--- src/rcf_pkg.sv ---
// Package with capability field layout, fixed values and bus constants for the remap block
package rcf_pkg;
    // Register offsets (byte addresses of 32-bit words)
    localparam logic [7:0] CAP_LO_OFFSET = 8'h08; // Capability bits 31:0
    localparam logic [7:0] CAP_HI_OFFSET = 8'h0c; // Capability bits 63:32
    localparam logic [7:0] CHK_CFG_OFFSET = 8'h10; // Check unit: page-table width select
    localparam logic [7:0] CHK_STAT_OFFSET = 8'h14; // Check unit: last verdict
    // Field positions inside the 64-bit capability word
    localparam int LPS_LSB = 34; // Large-page field 37:34
    localparam int FRO_LSB = 24; // Fault-record offset 33:24
    localparam int ZLR_BIT = 22; // Zero-length read bit
    localparam int MAX_GUEST_ADDR_WIDTH_LSB = 16; // Max guest width 21:16
    localparam int NFR_LSB = 40; // Fault-record count 47:40
    localparam int SUPPORTED_ADJUSTED_GUEST_WIDTHS_LSB = 8; // Supported widths 12:8
    // Fixed implementation values
    localparam logic [3:0] LPS_VALUE = 4'h3; // 2MB and 1GB pages
    localparam logic [9:0] FRO_VALUE = 10'h020; // First fault record at base + 0x200
    localparam logic ZLR_VALUE = 1'b1; // Zero-length reads allowed
    localparam logic [5:0] MAX_GUEST_ADDR_WIDTH_VALUE = 6'h2f; // 48-bit guest width
    localparam logic [7:0] NFR_VALUE = 8'h07; // Eight fault records
    localparam logic [4:0] SUPPORTED_ADJUSTED_GUEST_WIDTHS_VALUE = 5'h06; // 39-bit and 48-bit tables
    localparam logic [5:0] HAW_VALUE = 6'h27; // Platform host width minus one (40 bits)
    localparam logic [7:0] FRR_STRIDE = 8'h10; // Bytes per fault record slot
    // Width codes for the page-table structure (index into supported widths)
    localparam logic [1:0] ADJUSTED_GUEST_WIDTH_RESET = 2'h2; // Reset select: 48-bit tables
    // Request kinds at the check port
    typedef enum logic [1:0] {
        RCF_REQ_DMA_RD = 2'b00, // Untranslated DMA read
        RCF_REQ_DMA_WR = 2'b01, // Untranslated DMA write
        RCF_REQ_XLATE = 2'b10, // Device-TLB translation request
        RCF_REQ_NONE = 2'b11 // Unused code
    } rcf_req_e;
    // Request carrier
    typedef struct packed {
        logic valid; // Request present this cycle
        rcf_req_e kind; // Request kind
        logic [63:0] addr; // Guest address
        logic zero_len; // Zero-length read
        logic page_wr_only; // Target page is write-only
    } rcf_req_s;
    // Verdict carrier
    typedef struct packed {
        logic valid; // Verdict present
        logic blocked; // DMA blocked, report fault
        logic null_xlate; // Null completion, R=W=0
        logic perm_r; // Read permission of completion
        logic perm_w; // Write permission of completion
    } rcf_rsp_s;
endpackage
--- src/rcf_cap.sv ---
// Capability register bank with guest-width request checker, Wishbone slave
//
// Added by the designer: register access over Wishbone and the address map.
`timescale 1ns/10ps
module rcf_cap
    import rcf_pkg::*;
(
    input wire logic REF_CLK, // 25 MHz clock
    input wire logic ARST_N, // Asynchronous reset, active low
    input wire logic WB_CYC_I, // Wishbone cycle
    input wire logic WB_STB_I, // Wishbone strobe
    input wire logic WB_WE_I, // Wishbone write enable
    input wire logic [7:0] WB_ADR_I, // Wishbone byte address
    input wire logic [3:0] WB_SEL_I, // Wishbone byte selects
    input wire logic [31:0] WB_DAT_I, // Wishbone write data
    output logic [31:0] WB_DAT_O, // Wishbone read data
    output logic WB_ACK_O, // Wishbone acknowledge
    input wire rcf_req_s REQ, // Request from device side
    output rcf_rsp_s RSP, // Verdict, one cycle after request
    output logic [11:0] FRR_BASE_OFS, // Byte offset of first fault record
    output logic [8:0] FRR_COUNT // Number of fault records
);
    // Fixed capability word; only our fields, others read zero
    // Large pages 2MB and 1GB, so the field holds 0011b, a nested legal set
    // Zero-length reads are reported as allowed, the recommended setting
    // A 48-bit guest width covers the 40-bit host width with room to spare
    // Trade-off: one constant word costs no flops and can never drift
    localparam logic [63:0] CAP_WORD =
        (64'(LPS_VALUE) << LPS_LSB) | (64'(FRO_VALUE) << FRO_LSB) |
        (64'(ZLR_VALUE) << ZLR_BIT) | (64'(MAX_GUEST_ADDR_WIDTH_VALUE) << MAX_GUEST_ADDR_WIDTH_LSB) |
        (64'(NFR_VALUE) << NFR_LSB) | (64'(SUPPORTED_ADJUSTED_GUEST_WIDTHS_VALUE) << SUPPORTED_ADJUSTED_GUEST_WIDTHS_LSB);

    logic ack_reg; // Ack flop
    logic [31:0] rdat_reg; // Read data flop
    logic [1:0] adjusted_guest_width_sel_reg; // Software-chosen table width index
    logic [3:0] stat_reg; // Last verdict: valid, blocked, null, read permission
    rcf_rsp_s rsp_reg; // Verdict flop
    logic [11:0] frr_ofs_reg; // Fault record offset flop
    logic [8:0] frr_cnt_reg; // Fault record count flop
    logic [5:0] adjusted_guest_width_m1; // Table width minus one
    logic [5:0] limit_m1; // Effective width minus one
    logic over_lim; // Address above effective limit
    logic bus_req; // Access this cycle, not yet acked
    logic [31:0] rdat_next; // Read mux
    logic [1:0] wdat_sel; // Write data bits that pick the table width
    logic [6:0] limit_w; // Effective width in bits, for the checks below

    // Plain slices so the checks below can look back at them
    assign wdat_sel = WB_DAT_I[1:0];
    assign limit_w = 7'(limit_m1) + 7'h1;

    // A request counts once; the ack cycle masks it so a held strobe is not taken twice
    assign bus_req = WB_CYC_I && WB_STB_I && !ack_reg;

    // Table width from selected supported-width bit: 1->39, 2->48, 3->57
    always_comb begin
        case (adjusted_guest_width_sel_reg)
            2'h1: adjusted_guest_width_m1 = 6'd38;
            2'h2: adjusted_guest_width_m1 = 6'd47;
            2'h3: adjusted_guest_width_m1 = 6'd56;
            default: adjusted_guest_width_m1 = 6'd47; // Reserved code falls back to 48 bits
        endcase
    end

    // Smaller of guest limit and table width; field is width minus one
    assign limit_m1 = (MAX_GUEST_ADDR_WIDTH_VALUE < adjusted_guest_width_m1) ? MAX_GUEST_ADDR_WIDTH_VALUE : adjusted_guest_width_m1;

    // Comparator for the width limit
    rcf_limit u_limit (
        .addr(REQ.addr),
        .width_m1(limit_m1),
        .over(over_lim)
    );

    // Read mux; capability words constant so reads never change
    always_comb begin
        case (WB_ADR_I)
            CAP_LO_OFFSET: rdat_next = CAP_WORD[31:0];
            CAP_HI_OFFSET: rdat_next = CAP_WORD[63:32];
            CHK_CFG_OFFSET: rdat_next = {30'h0, adjusted_guest_width_sel_reg};
            CHK_STAT_OFFSET: rdat_next = {28'h0, stat_reg};
            default: rdat_next = 32'h0; // Unmapped reads zero, still acked
        endcase
    end

    // Bus answer one cycle after request; ack drops next cycle
    always_ff @(posedge REF_CLK or negedge ARST_N) begin
        if (!ARST_N) begin
            ack_reg <= 1'b0;
            rdat_reg <= 32'h0;
        end else begin
            ack_reg <= bus_req;
            rdat_reg <= bus_req ? rdat_next : 32'h0;
        end
    end

    // Only the checker config is writable; capability writes dropped
    always_ff @(posedge REF_CLK or negedge ARST_N) begin
        if (!ARST_N) begin
            adjusted_guest_width_sel_reg <= ADJUSTED_GUEST_WIDTH_RESET;
        end else if (bus_req && WB_WE_I && WB_ADR_I == CHK_CFG_OFFSET && WB_SEL_I[0]) begin
            adjusted_guest_width_sel_reg <= WB_DAT_I[1:0];
        end
    end

    // Request verdict, registered so outputs come from flops
    // One verdict per request, back to back; there is no queue, so the
    // device side must take each verdict in the cycle it stands
    // DMA verdicts carry no permissions; only translations grant them
    always_ff @(posedge REF_CLK or negedge ARST_N) begin
        if (!ARST_N) begin
            rsp_reg <= '0;
        end else begin
            rsp_reg <= '0;
            if (REQ.valid) begin
                rsp_reg.valid <= 1'b1;
                case (REQ.kind)
                    RCF_REQ_DMA_RD: begin
                        // Over-limit blocked; zero-length to write-only per ZERO_LENGTH_READ_SUPPORT
                        rsp_reg.blocked <= over_lim ||
                            (REQ.zero_len && REQ.page_wr_only && !ZLR_VALUE);
                    end
                    RCF_REQ_DMA_WR: begin
                        rsp_reg.blocked <= over_lim;
                    end
                    RCF_REQ_XLATE: begin
                        // Null completion carries no permissions
                        rsp_reg.null_xlate <= over_lim;
                        rsp_reg.perm_r <= !over_lim;
                        rsp_reg.perm_w <= !over_lim;
                    end
                    default: begin
                        rsp_reg.blocked <= 1'b1; // Unknown kind is refused
                    end
                endcase
            end
        end
    end

    // Sticky copy of last verdict for software
    // Limitation: only the latest verdict is kept; faults are not logged here
    always_ff @(posedge REF_CLK or negedge ARST_N) begin
        if (!ARST_N) begin
            stat_reg <= 4'h0;
        end else if (rsp_reg.valid) begin
            stat_reg <= {1'b1, rsp_reg.blocked, rsp_reg.null_xlate, rsp_reg.perm_r};
        end
    end

    // Fault record placement for the recording logic
    // Held at zero in reset so the recording logic sees no stale placement
    always_ff @(posedge REF_CLK or negedge ARST_N) begin
        if (!ARST_N) begin
            frr_ofs_reg <= 12'h0;
            frr_cnt_reg <= 9'h0;
        end else begin
            frr_ofs_reg <= 12'(FRO_VALUE) * 12'(FRR_STRIDE);
            frr_cnt_reg <= 9'(NFR_VALUE) + 9'h1;
        end
    end

    assign WB_ACK_O = ack_reg;
    assign WB_DAT_O = rdat_reg;
    assign RSP = rsp_reg;
    assign FRR_BASE_OFS = frr_ofs_reg;
    assign FRR_COUNT = frr_cnt_reg;
endmodule // rcf_cap

--- src/rcf_limit.sv ---
// Address-width limit comparator used by the check unit
`timescale 1ns/10ps
module rcf_limit
    import rcf_pkg::*;
(
    input wire logic [63:0] addr, // Address to check
    input wire logic [5:0] width_m1, // Width minus one
    output logic over // Address above 2^(width)-1
);
    // Any bit at or above the width sets the flag
    always_comb begin
        over = 1'b0;
        for (int i = 0; i < 64; i++) begin
            if (i > int'(width_m1) && addr[i]) begin
                over = 1'b1;
            end
        end
    end
endmodule // rcf_limit

--- config.mk ---
export PLATFORM = sky130hd
export DESIGN_NAME = rcf_cap
export DESIGN_NICKNAME = d
export VERILOG_FILES = /design/src/rcf_pkg.sv /design/src/rcf_cap.sv /design/src/rcf_limit.sv
export SDC_FILE = /design/constraint.sdc
export NUM_CORES = 1
export LEC_CHECK = 0
export BUFFER_PORTS_ARGS = -buffer_cell sky130_fd_sc_hd__buf_2
export CAP_MARGIN = 20
export CORE_AREA = 2 2 69 71
export CTS_BUF_LIST = sky130_fd_sc_hd__clkbuf_2
export CTS_CLUSTER_SIZE = 28
export DETAILED_ROUTE_END_ITERATION = 8
export DIE_AREA = 0 0 71 73
export GPL_TIMING_DRIVEN = 0
export PLACE_DENSITY = 0.71
export SYNTH_ARGS = -nofsm -noshare
export SYNTH_HDL_FRONTEND = slang
export SYNTH_SLANG_ARGS = --single-unit
--- constraint.sdc ---
create_clock -name REF_CLK -period 3.2 [get_ports REF_CLK]
set_input_delay 0.16 -clock REF_CLK [delete_from_list [all_inputs] [get_ports REF_CLK]]
set_output_delay 0.16 -clock REF_CLK [all_outputs]
set_load 0.005 [all_outputs]
==> results of run 1 <==
[layer usage]
layer | global-route usage, % | up-vias | share of wire, %
met5 | 0 | - | 0
met4 | 5.03 | 0 | 1.0
met2 | 16.3 | 76 | 51
li1 | - | 513 | -
met1 | 8.53 | 389 | 32
met3 | 1.38 | 2 | 16
[cell type report]
class                      instances  area, um^2  area share (%)
buffer                            46         345            20.0
clock buffer                       3        15.0           0.870
clock inverter                     1        5.00           0.290
inverter                           1        3.75           0.218
multi-input combinational         82         457            26.5
sequential                        19         477            27.6
tap                               54        67.6            3.92
timing repair buffer              68         355            20.6
[worst max path at each step]
stage / endpoint / from / cells after the start / slack [ps]
final: RSP[2]$_DFF_PN0_ / adjusted_guest_width_sel_reg[0]$_DFFE_PN0P_ / 4 / 1990
after global routing: RSP[2]$_DFF_PN0_ / adjusted_guest_width_sel_reg[0]$_DFFE_PN0P_ / 4 / 1850
after CTS: RSP[2]$_DFF_PN0_ / adjusted_guest_width_sel_reg[0]$_DFFE_PN0P_ / 4 / 1960
after detailed placement: RSP[2]$_DFF_PN0_ / adjusted_guest_width_sel_reg[0]$_DFFE_PN0P_ / 4 / 1970
after global placement: RSP[2]$_DFF_PN0_ / adjusted_guest_width_sel_reg[0]$_DFFE_PN0P_ / 4 / 1940
after floorplan: adjusted_guest_width_sel_reg[0]$_DFFE_PN0P_ / WB_ACK_O$_DFF_PN0_ / 3 / 2100
[cells by family after synthesis]
family,after synthesis
AND/OR/NAND/NOR,33
multiplexers,7
other,2
buffers and inverters,47
AO/OA/AOI/OAI,4
flip-flops,19
[cells in the final DEF (no fill, tap or decap)]
master,instances
dfrtp_1,18
dfstp_2,1
a21oi_1,2
dlygate4sd3_1,3
nor3b_1,1
o311a_2,1
nand3b_1,1
mux2i_1,2
nand2_1,5
or2_2,1
or2_1,1
a311oi_1,1
clkbuf_2,3
nor4_2,1
nor4_1,6
buf_2,65
nand4b_1,2
nor3_1,4
nand4_1,1
nand2b_1,2
nor2b_1,1
nor3_2,2
nand2b_4,1
mux2_2,5
clkinv_2,1
buf_4,46
conb_1,38
nor2_1,4
inv_1,1
[critical path: cells and delay by family (launching register included)]
kind | cells | cell delay [ps]
buf+inv | 1 | 60
flops | 1 | 420
compound gates | 1 | 340
simple gates | 2 | 350
[per-stage QoR]
step | setup WS [ps] | cell area, um^2
2_1_floorplan | 2100 | 1280
3_3_place_gp | 1940 | 1680
3_5_place_dp | 1970 | 1680
4_1_cts | 1960 | 1730
5_1_grt | 1850 | 1730
6_report | 1990 | 1730
[report_power, final]
part / leakage [nW] / switching [W] / total [W] / internal, W
clock: 0.0164 / 0.0000696 / 0.0000979 / 0.0000283
combinational: 0.759 / 0.0000402 / 0.000102 / 0.0000614
sequential: 0.247 / 0.00000326 / 0.000249 / 0.000246
[what timing repair did]
action	in CTS	in global routing
setup endpoints to repair	0	0
hold endpoints to repair	21	0
hold buffers	3	0
buffers inserted	0	0
==> flow_summary.ini, run 1 <==
[outcome]
status = finished, final reports clean

[layout]
fill_cells = 464
num_antenna_cells = 0
drive_above_1_share_pct = 57.7
final_util_pct = 38.0
area_growth_pct = 50.4
largest_reg_flops = 7
fin_cells = 274
final_nets = 339

[synthesis]
yosysTopAreaCell = dfrtp_1
synth_compound_area_share_pct = 2.62
netlist_instances = 112
yosys.area_share.simple_pct = 18.1
ys.flop_type = dfrtp_1
async_reset_ff_share_pct = 100
synthTopCellsByArea = dfrtp_1 (39%), buf_4 (30%), mux2_2 (4.9%)
synth_warnings = 0
synthXorXnorAreaFrac_pct = 0
synth_commonest_cells = buf_4 (46), dfrtp_1 (18), nor4_1 (6)
netlist_area_mm2 = 0.00115
yosys.area.top_type_share_pct = 39.3
synth_fa_ha_area_share_pct = 0
synth-edff-count = 0
yosys.cell_count.top_type = buf_4
synth_top_family_by_area = buffers and inverters
synth.distinct_cells = 25
yosys_register_bits = 19
synthMuxAreaShare_pct = 6.65
yosysSeqAreaShare_pct = 41.5
syn_avg_cell_area_um2 = 10.2

[flow_run]
drv_cap = 0

[die]
core_area_mm2 = 0.00454
start_util_pct = 25.3
die_x_um = 71
die_h_um = 73
io_pins = 177
dieArea_mm2 = 0.00518
rows = 25

[detailed_routing]
first_pass_iters = 4
drt-total-wl_um = 2240
dr_total_vias = 980
ant_nets = 0
drt_iter0_drc = 39
drcViolationCount = 0
wl_per_cell_um = 8.18
via_per_inst = 3.58

[power_and_ir_drop]
leakage_nw = 1.02
vdd_drop_max_uv = 94.0
power_density_mw_per_mm2 = 260
finalPower_w = 0.000449

[placed_design]
place_inst = 267
io_buffers = 65
dp_hpwl_um = 2070
globalplace.congestion = 0.755

[setup_path]
crit_path_cell_trace = inv_1 -> a311oi_1 -> or2_1 -> nor3b_1
critical_path_class = reg2reg
reg2reg_to = RSP[2]$_DFF_PN0_
crit_path_top_delay_cell = dfrtp_1
crit_path_end_kind = register
critPathLaunchType = register
r2r-start = adjusted_guest_width_sel_reg[0]$_DFFE_PN0P_
cpPeakStageDelay_ps = 420
cp.arrival_ps = 1460
cp_data_required_time_ps = 3440
reg2reg_setup_slack_ps = 1990
ff2ff_path_depth = 4
worstPathMaxFanout = 3

[timing]
finalHoldViolCount = 0
finClkSkew_ps = 19.0
post-route-min-period_ps = 1210
hold_ws_ps = 95.6
fmax_mhz = 824
slew_violations = 0
setup_viol = 0
rsz0062_at_grt = no
setup_tns_ps = 0
post-route-period-util_pct = 37.9

[clocking]
post_cts_resized = 0
cts_buffers = 3
clock_latency_ps = 300
root_buffer = clkbuf_2
clk_pin_slew_ps = 180
htreeDepth = 1
clk_path_buf_depth = 2
cts_num_sinks = 19
cts_tree = yes

[global_routing]
grt_pass1_vias = 835
overflow = 0
grt_antenna_before_repair = 0
grt_max_degree = 20
grtUsageTotal_pct = 8.47
grt_pass1_wl_um = 3420

[worst_hold_path]
hold_path.startpoint = WB_DAT_I[1]
holdPathStages = 2
holdPathEnd = adjusted_guest_width_sel_reg[1]$_DFFE_PN1P_
worstHoldPathType = in2reg
Power figures use the tool's default switching activity.
==> run 2, diff against run 1 <==
- CORE_AREA: 2 2 69 71 -> not set
- CORE_MARGIN: not set -> 2
- CORE_UTILIZATION: not set -> 27
- DIE_AREA: 0 0 71 73 -> not set
- PLACE_DENSITY: 0.71 -> 0.76
- clock period: 3.2 -> 0.98 ns (I/O delays scaled with it)
==> flow_summary.ini, run 2 (synthesis gave the netlist of run 1 again) <==
[timing]
finClkSkew_ps = 3.60
finalHoldViolCount = 0
setup_tns_ps = -1360
setup_viol = 13
post-route-min-period_ps = 1130
slew_violations = 0
post-route-period-util_pct = 116
rsz0062_at_grt = yes
finalWorstSetupSlack_ps = -155
hold_ws_ps = 8.97
fmax_mhz = 881

[layout]
fill_cells = 388
layout_common_cells = buf_2 (57), buf_4 (39), conb_1 (38)
fin_cells = 272
final_nets = 341
num_antenna_cells = 0
largest_reg_flops = 7
drive_above_1_share_pct = 59.9
layout_commonest_cell = buf_2
layout.area.seq_um2 = 478
multiInputGateArea_um2 = 489
area_growth_pct = 61.2

[setup_path]
crit_path_end_kind = register
critical_path_class = reg2reg
crit_path_top_delay_cell = dfstp_2
worstPathMaxFanout = 3
cpPeakStageDelay_ps = 590
crit_path_cell_trace = a311oi_2 -> or2_1 -> nor3b_2
cp.arrival_ps = 1340
cp_data_required_time_ps = 1190
critPathLaunchType = register

[detailed_routing]
drt_iter0_drc = 17
wl_per_cell_um = 8.80
drcViolationCount = 0
via_per_inst = 3.65
dr_total_vias = 992
ant_nets = 0
first_pass_iters = 4
drt-total-wl_um = 2390

[clocking]
clock_latency_ps = 290
hold_buffers = 6
clk_pin_slew_ps = 180
cts_tree = yes
cts_buffers = 3
cts_num_sinks = 19
root_buffer = clkbuf_2
clk_path_buf_depth = 2
htreeDepth = 1

[power_and_ir_drop]
switchingPower_w = 0.000384
comb_power_share_pct = 23.5
finalPower_w = 0.00149
leakage_nw = 1.04
vdd_drop_max_uv = 277
power_frac_clock_pct = 21.8
p_sw_share_pct = 25.7
seqPwrFrac_pct = 54.7
intPower_w = 0.00111
power_density_mw_per_mm2 = 806

[die]
die_x_um = 69.2
io_pins = 177
rows = 23
dieArea_mm2 = 0.00479
start_util_pct = 28.3
die_h_um = 69.2
core_area_mm2 = 0.00406

[placed_design]
dp_worst_setup_slack_ps = -229
io_buffers = 65
place_inst = 263
globalplace.congestion = 0.755
dp_hpwl_um = 1990

[global_routing]
grt_antenna_before_repair = 0
grt_pass1_vias = 894
grtUsageTotal_pct = 10.1
overflow = 0
grt_pass1_wl_um = 3940
grt_max_degree = 20

[outcome]
violations = negative setup slack
status = finished, violations left

[flow_run]
drv_cap = 0

[worst_hold_path]
worstHoldPathType = in2reg
run 2: changes by cell type in the layout (fill, tap and decap cells not counted), sizes merged:
cell and change:
dlygate4sd3 +3, buf -1
run 2: per-layer routing:
layer | routed length, um | track usage (%)
met3 | 309 | 2.76
met2 | 1200 | 18.4
met5 | 0 | 0
met1 | 879 | 11.6
met4 | 8 | 2.61
run 2: power by group through the flow:
stage	clock network [W]	logic [W]	registers, W
2_1_floorplan	0	0.000188	0.000829
3_3_place_gp	0	0.000317	0.000829
3_5_place_dp	0	0.000321	0.000829
4_1_cts	0.000339	0.000344	0.000816
5_1_grt	0.000374	0.000390	0.000819
6_report	0.000324	0.000351	0.000816
run 2: worst paths after layout:
path                                                              from                                     endpoint  slack (ps)  cells past startpoint
setup / recovery           adjusted_guest_width_sel_reg[1]$_DFFE_PN1P_                             RSP[2]$_DFF_PN0_        -150                      3
hold / removal                                                WB_STB_I                           WB_ACK_O$_DFF_PN0_           9                      3
setup reg to reg           adjusted_guest_width_sel_reg[1]$_DFFE_PN1P_                             RSP[2]$_DFF_PN0_        -150                      3
hold reg to reg                                     WB_ACK_O$_DFF_PN0_                           WB_ACK_O$_DFF_PN0_         490                      1
max in group asynchronous                                       ARST_N  adjusted_guest_width_sel_reg[1]$_DFFE_PN1P_         450                      2
min in group asynchronous                                       ARST_N                        WB_DAT_O[0]$_DFF_PN0_         200                      2
run 2: per-stage QoR:
step,area [um^2],util [%]
floorplan,1280,-
global placement,1670,41.2
detailed placement,1670,41.2
CTS,1830,45.1
global route,1850,45.6
finish,1850,45.6
run 2: cell type report:
cell class | instances | area share [%]
Timing Repair Buffer | 73 | 24.4
Multi-Input combinational cell | 82 | 26.5
Inverter | 1 | 0.203
Buffer | 43 | 18.7
Clock inverter | 1 | 0.271
Tap cell | 50 | 3.38
Sequential cell | 19 | 25.8
Clock buffer | 3 | 0.812
run 2: critical path: cells and delay by family (launching register included):
kind / cells / cell delay, ps
DFF: 1 / 590
and+or+nand+nor: 2 / 390
AOI/OAI and AO/OA: 1 / 60
run 2: timing repair:
item,in CTS,in global routing
pin swaps,3,5
buffers inserted,1,1
endpoints found under the setup margin,19,20
endpoints found under the hold margin,27,1
gates resized for setup,18,3
==> run 3, diff against run 2 <==
- PLACE_DENSITY: 0.76 -> 0.78
- SLEW_MARGIN: not set -> 20
==> flow_summary.ini, run 3 (synthesis gave the netlist of run 1 again) <==
[outcome]
status = finished, violations left
violations = negative setup slack

[setup_path]
ff2ff_path_depth = 3
r2r-start = adjusted_guest_width_sel_reg[1]$_DFFE_PN1P_
critical_path_class = reg2reg
critPathLaunchType = register
crit_start = adjusted_guest_width_sel_reg[1]$_DFFE_PN1P_
worstPathMaxFanout = 3
crit_path_end_kind = register
cp_data_required_time_ps = 1210
cp.arrival_ps = 1350

[timing]
rsz0062_at_grt = yes
post-route-min-period_ps = 1120
finalWorstSetupSlack_ps = -136
setup_tns_ps = -1720
fmax_mhz = 896
slew_violations = 0
post-route-period-util_pct = 114
finalHoldViolCount = 0
finClkSkew_ps = 14.5
setup_viol = 19

[flow_run]
drv_cap = 0

[placed_design]
post_dp_cell_area_mm2 = 0.00167
io_buffers = 65
dp_worst_setup_slack_ps = -220
place_inst = 263
globalplace.congestion = 0.802
dp_hpwl_um = 2030

[layout]
area_growth_pct = 64.9
fill_cells = 386
fin_cells = 277
final_nets = 346
layout.area.seq_um2 = 478
num_antenna_cells = 0
layout_common_cells = buf_2 (58), buf_4 (40), conb_1 (38)
design_area_mm2 = 0.00189
layout_commonest_cell = buf_2
largest_reg_flops = 7
multiInputGateArea_um2 = 489
drive_above_1_share_pct = 59.5

[detailed_routing]
via_per_inst = 3.74
drt_iter0_drc = 41
drt-total-wl_um = 2540
wl_met3_um = 306
m1WireLength_um = 940
wl_met2_um = 1290
dr_total_vias = 1037
first_pass_iters = 4
wl_per_cell_um = 9.17
ant_nets = 0
highest_layer = met4
drcViolationCount = 0

[power_and_ir_drop]
intPower_w = 0.00112
vdd_drop_max_uv = 378
switchingPower_w = 0.000404
finalPower_w = 0.00153
p_sw_share_pct = 26.4
power_density_mw_per_mm2 = 808
leakage_nw = 1.07
comb_power_share_pct = 24.5
power_frac_clock_pct = 22.1
seqPwrFrac_pct = 53.4

[worst_hold_path]
worstHoldPathType = in2reg
hold_path.startpoint = WB_ADR_I[1]
holdPathStages = 3

[die]
io_pins = 177
die_x_um = 69.2
start_util_pct = 28.3
die_h_um = 69.2
dieArea_mm2 = 0.00479
core_area_mm2 = 0.00406
rows = 23

[global_routing]
grtUsageTotal_pct = 10.8
grt_pass1_wl_um = 4270
grt_max_degree = 20
overflow = 0
grt_antenna_before_repair = 0
grt_pass1_vias = 959

[clocking]
clk_path_buf_depth = 2
root_buffer = clkbuf_2
clk_pin_slew_ps = 190
cts_tree = yes
cts_buffers = 3
clock_latency_ps = 310
htreeDepth = 1
cts_num_sinks = 19
run 3: changes by cell type in the layout (fill, tap and decap cells not counted):
cell           previous run  this run
buf_4                    39        40
buf_2                    57        58
dlygate4sd3_1             6         9
run 3: critical path: stages (launching register included):
cell	delay [ps]
dfstp_2	590
a311oi_2	50
or2_1	250
nor3b_2	160
run 3: per-stage QoR:
stage | utilization (%) | hold WS, ps
6_report | 46.6 | 82.5
5_1_grt | 46.6 | 82.7
4_1_cts | 45.5 | 60.1
3_5_place_dp | 41.2 | 4.41
3_3_place_gp | 41.2 | -4.66
2_1_floorplan | - | -247
run 3: final timing paths:
check                                                               to  slack [ps]
max                                                   RSP[2]$_DFF_PN0_        -140
min                                              WB_DAT_O[2]$_DFF_PN0_          80
max reg2reg                                           RSP[2]$_DFF_PN0_        -140
min reg2reg                                    stat_reg[3]$_DFFE_PN0P_         510
max in group asynchronous  adjusted_guest_width_sel_reg[1]$_DFFE_PN1P_         470
min in group asynchronous                        WB_DAT_O[3]$_DFF_PN0_         160
run 3: power by group through the flow:
stage	clock network [W]	logic, W	registers [W]
3_3_place_gp	0	0.000317	0.000829
6_report	0.000337	0.000374	0.000816
3_5_place_dp	0	0.000321	0.000830
4_1_cts	0.000352	0.000359	0.000817
2_1_floorplan	0	0.000188	0.000829
5_1_grt	0.000392	0.000416	0.000821
run 3: layout make-up:
cell class	instances	area share [%]
plain buffers	43	18.3
clock buffers	3	0.794
clock inverters	1	0.265
inverters	1	0.198
multi-input cells	82	25.9
flip-flops and latches	19	25.3
well taps	50	3.31
repair buffers	78	26.1
run 3: timing repair:
| item | CTS | global route |
|---|---|---|
| setup buffers | 3 | 1 |
| hold buffers | 9 | 0 |
| setup endpoints to repair | 21 | 23 |
| gates resized for setup | 13 | 8 |
| hold endpoints to repair | 29 | 0 |
| pin swaps | 8 | 5 |
run 3: routing by layer:
layer	GRT usage (%)	vias to the layer above
li1	-	523
met1	12.0	439
met2	19.8	73
met3	3.78	2
met4	2.61	0
met5	0	-
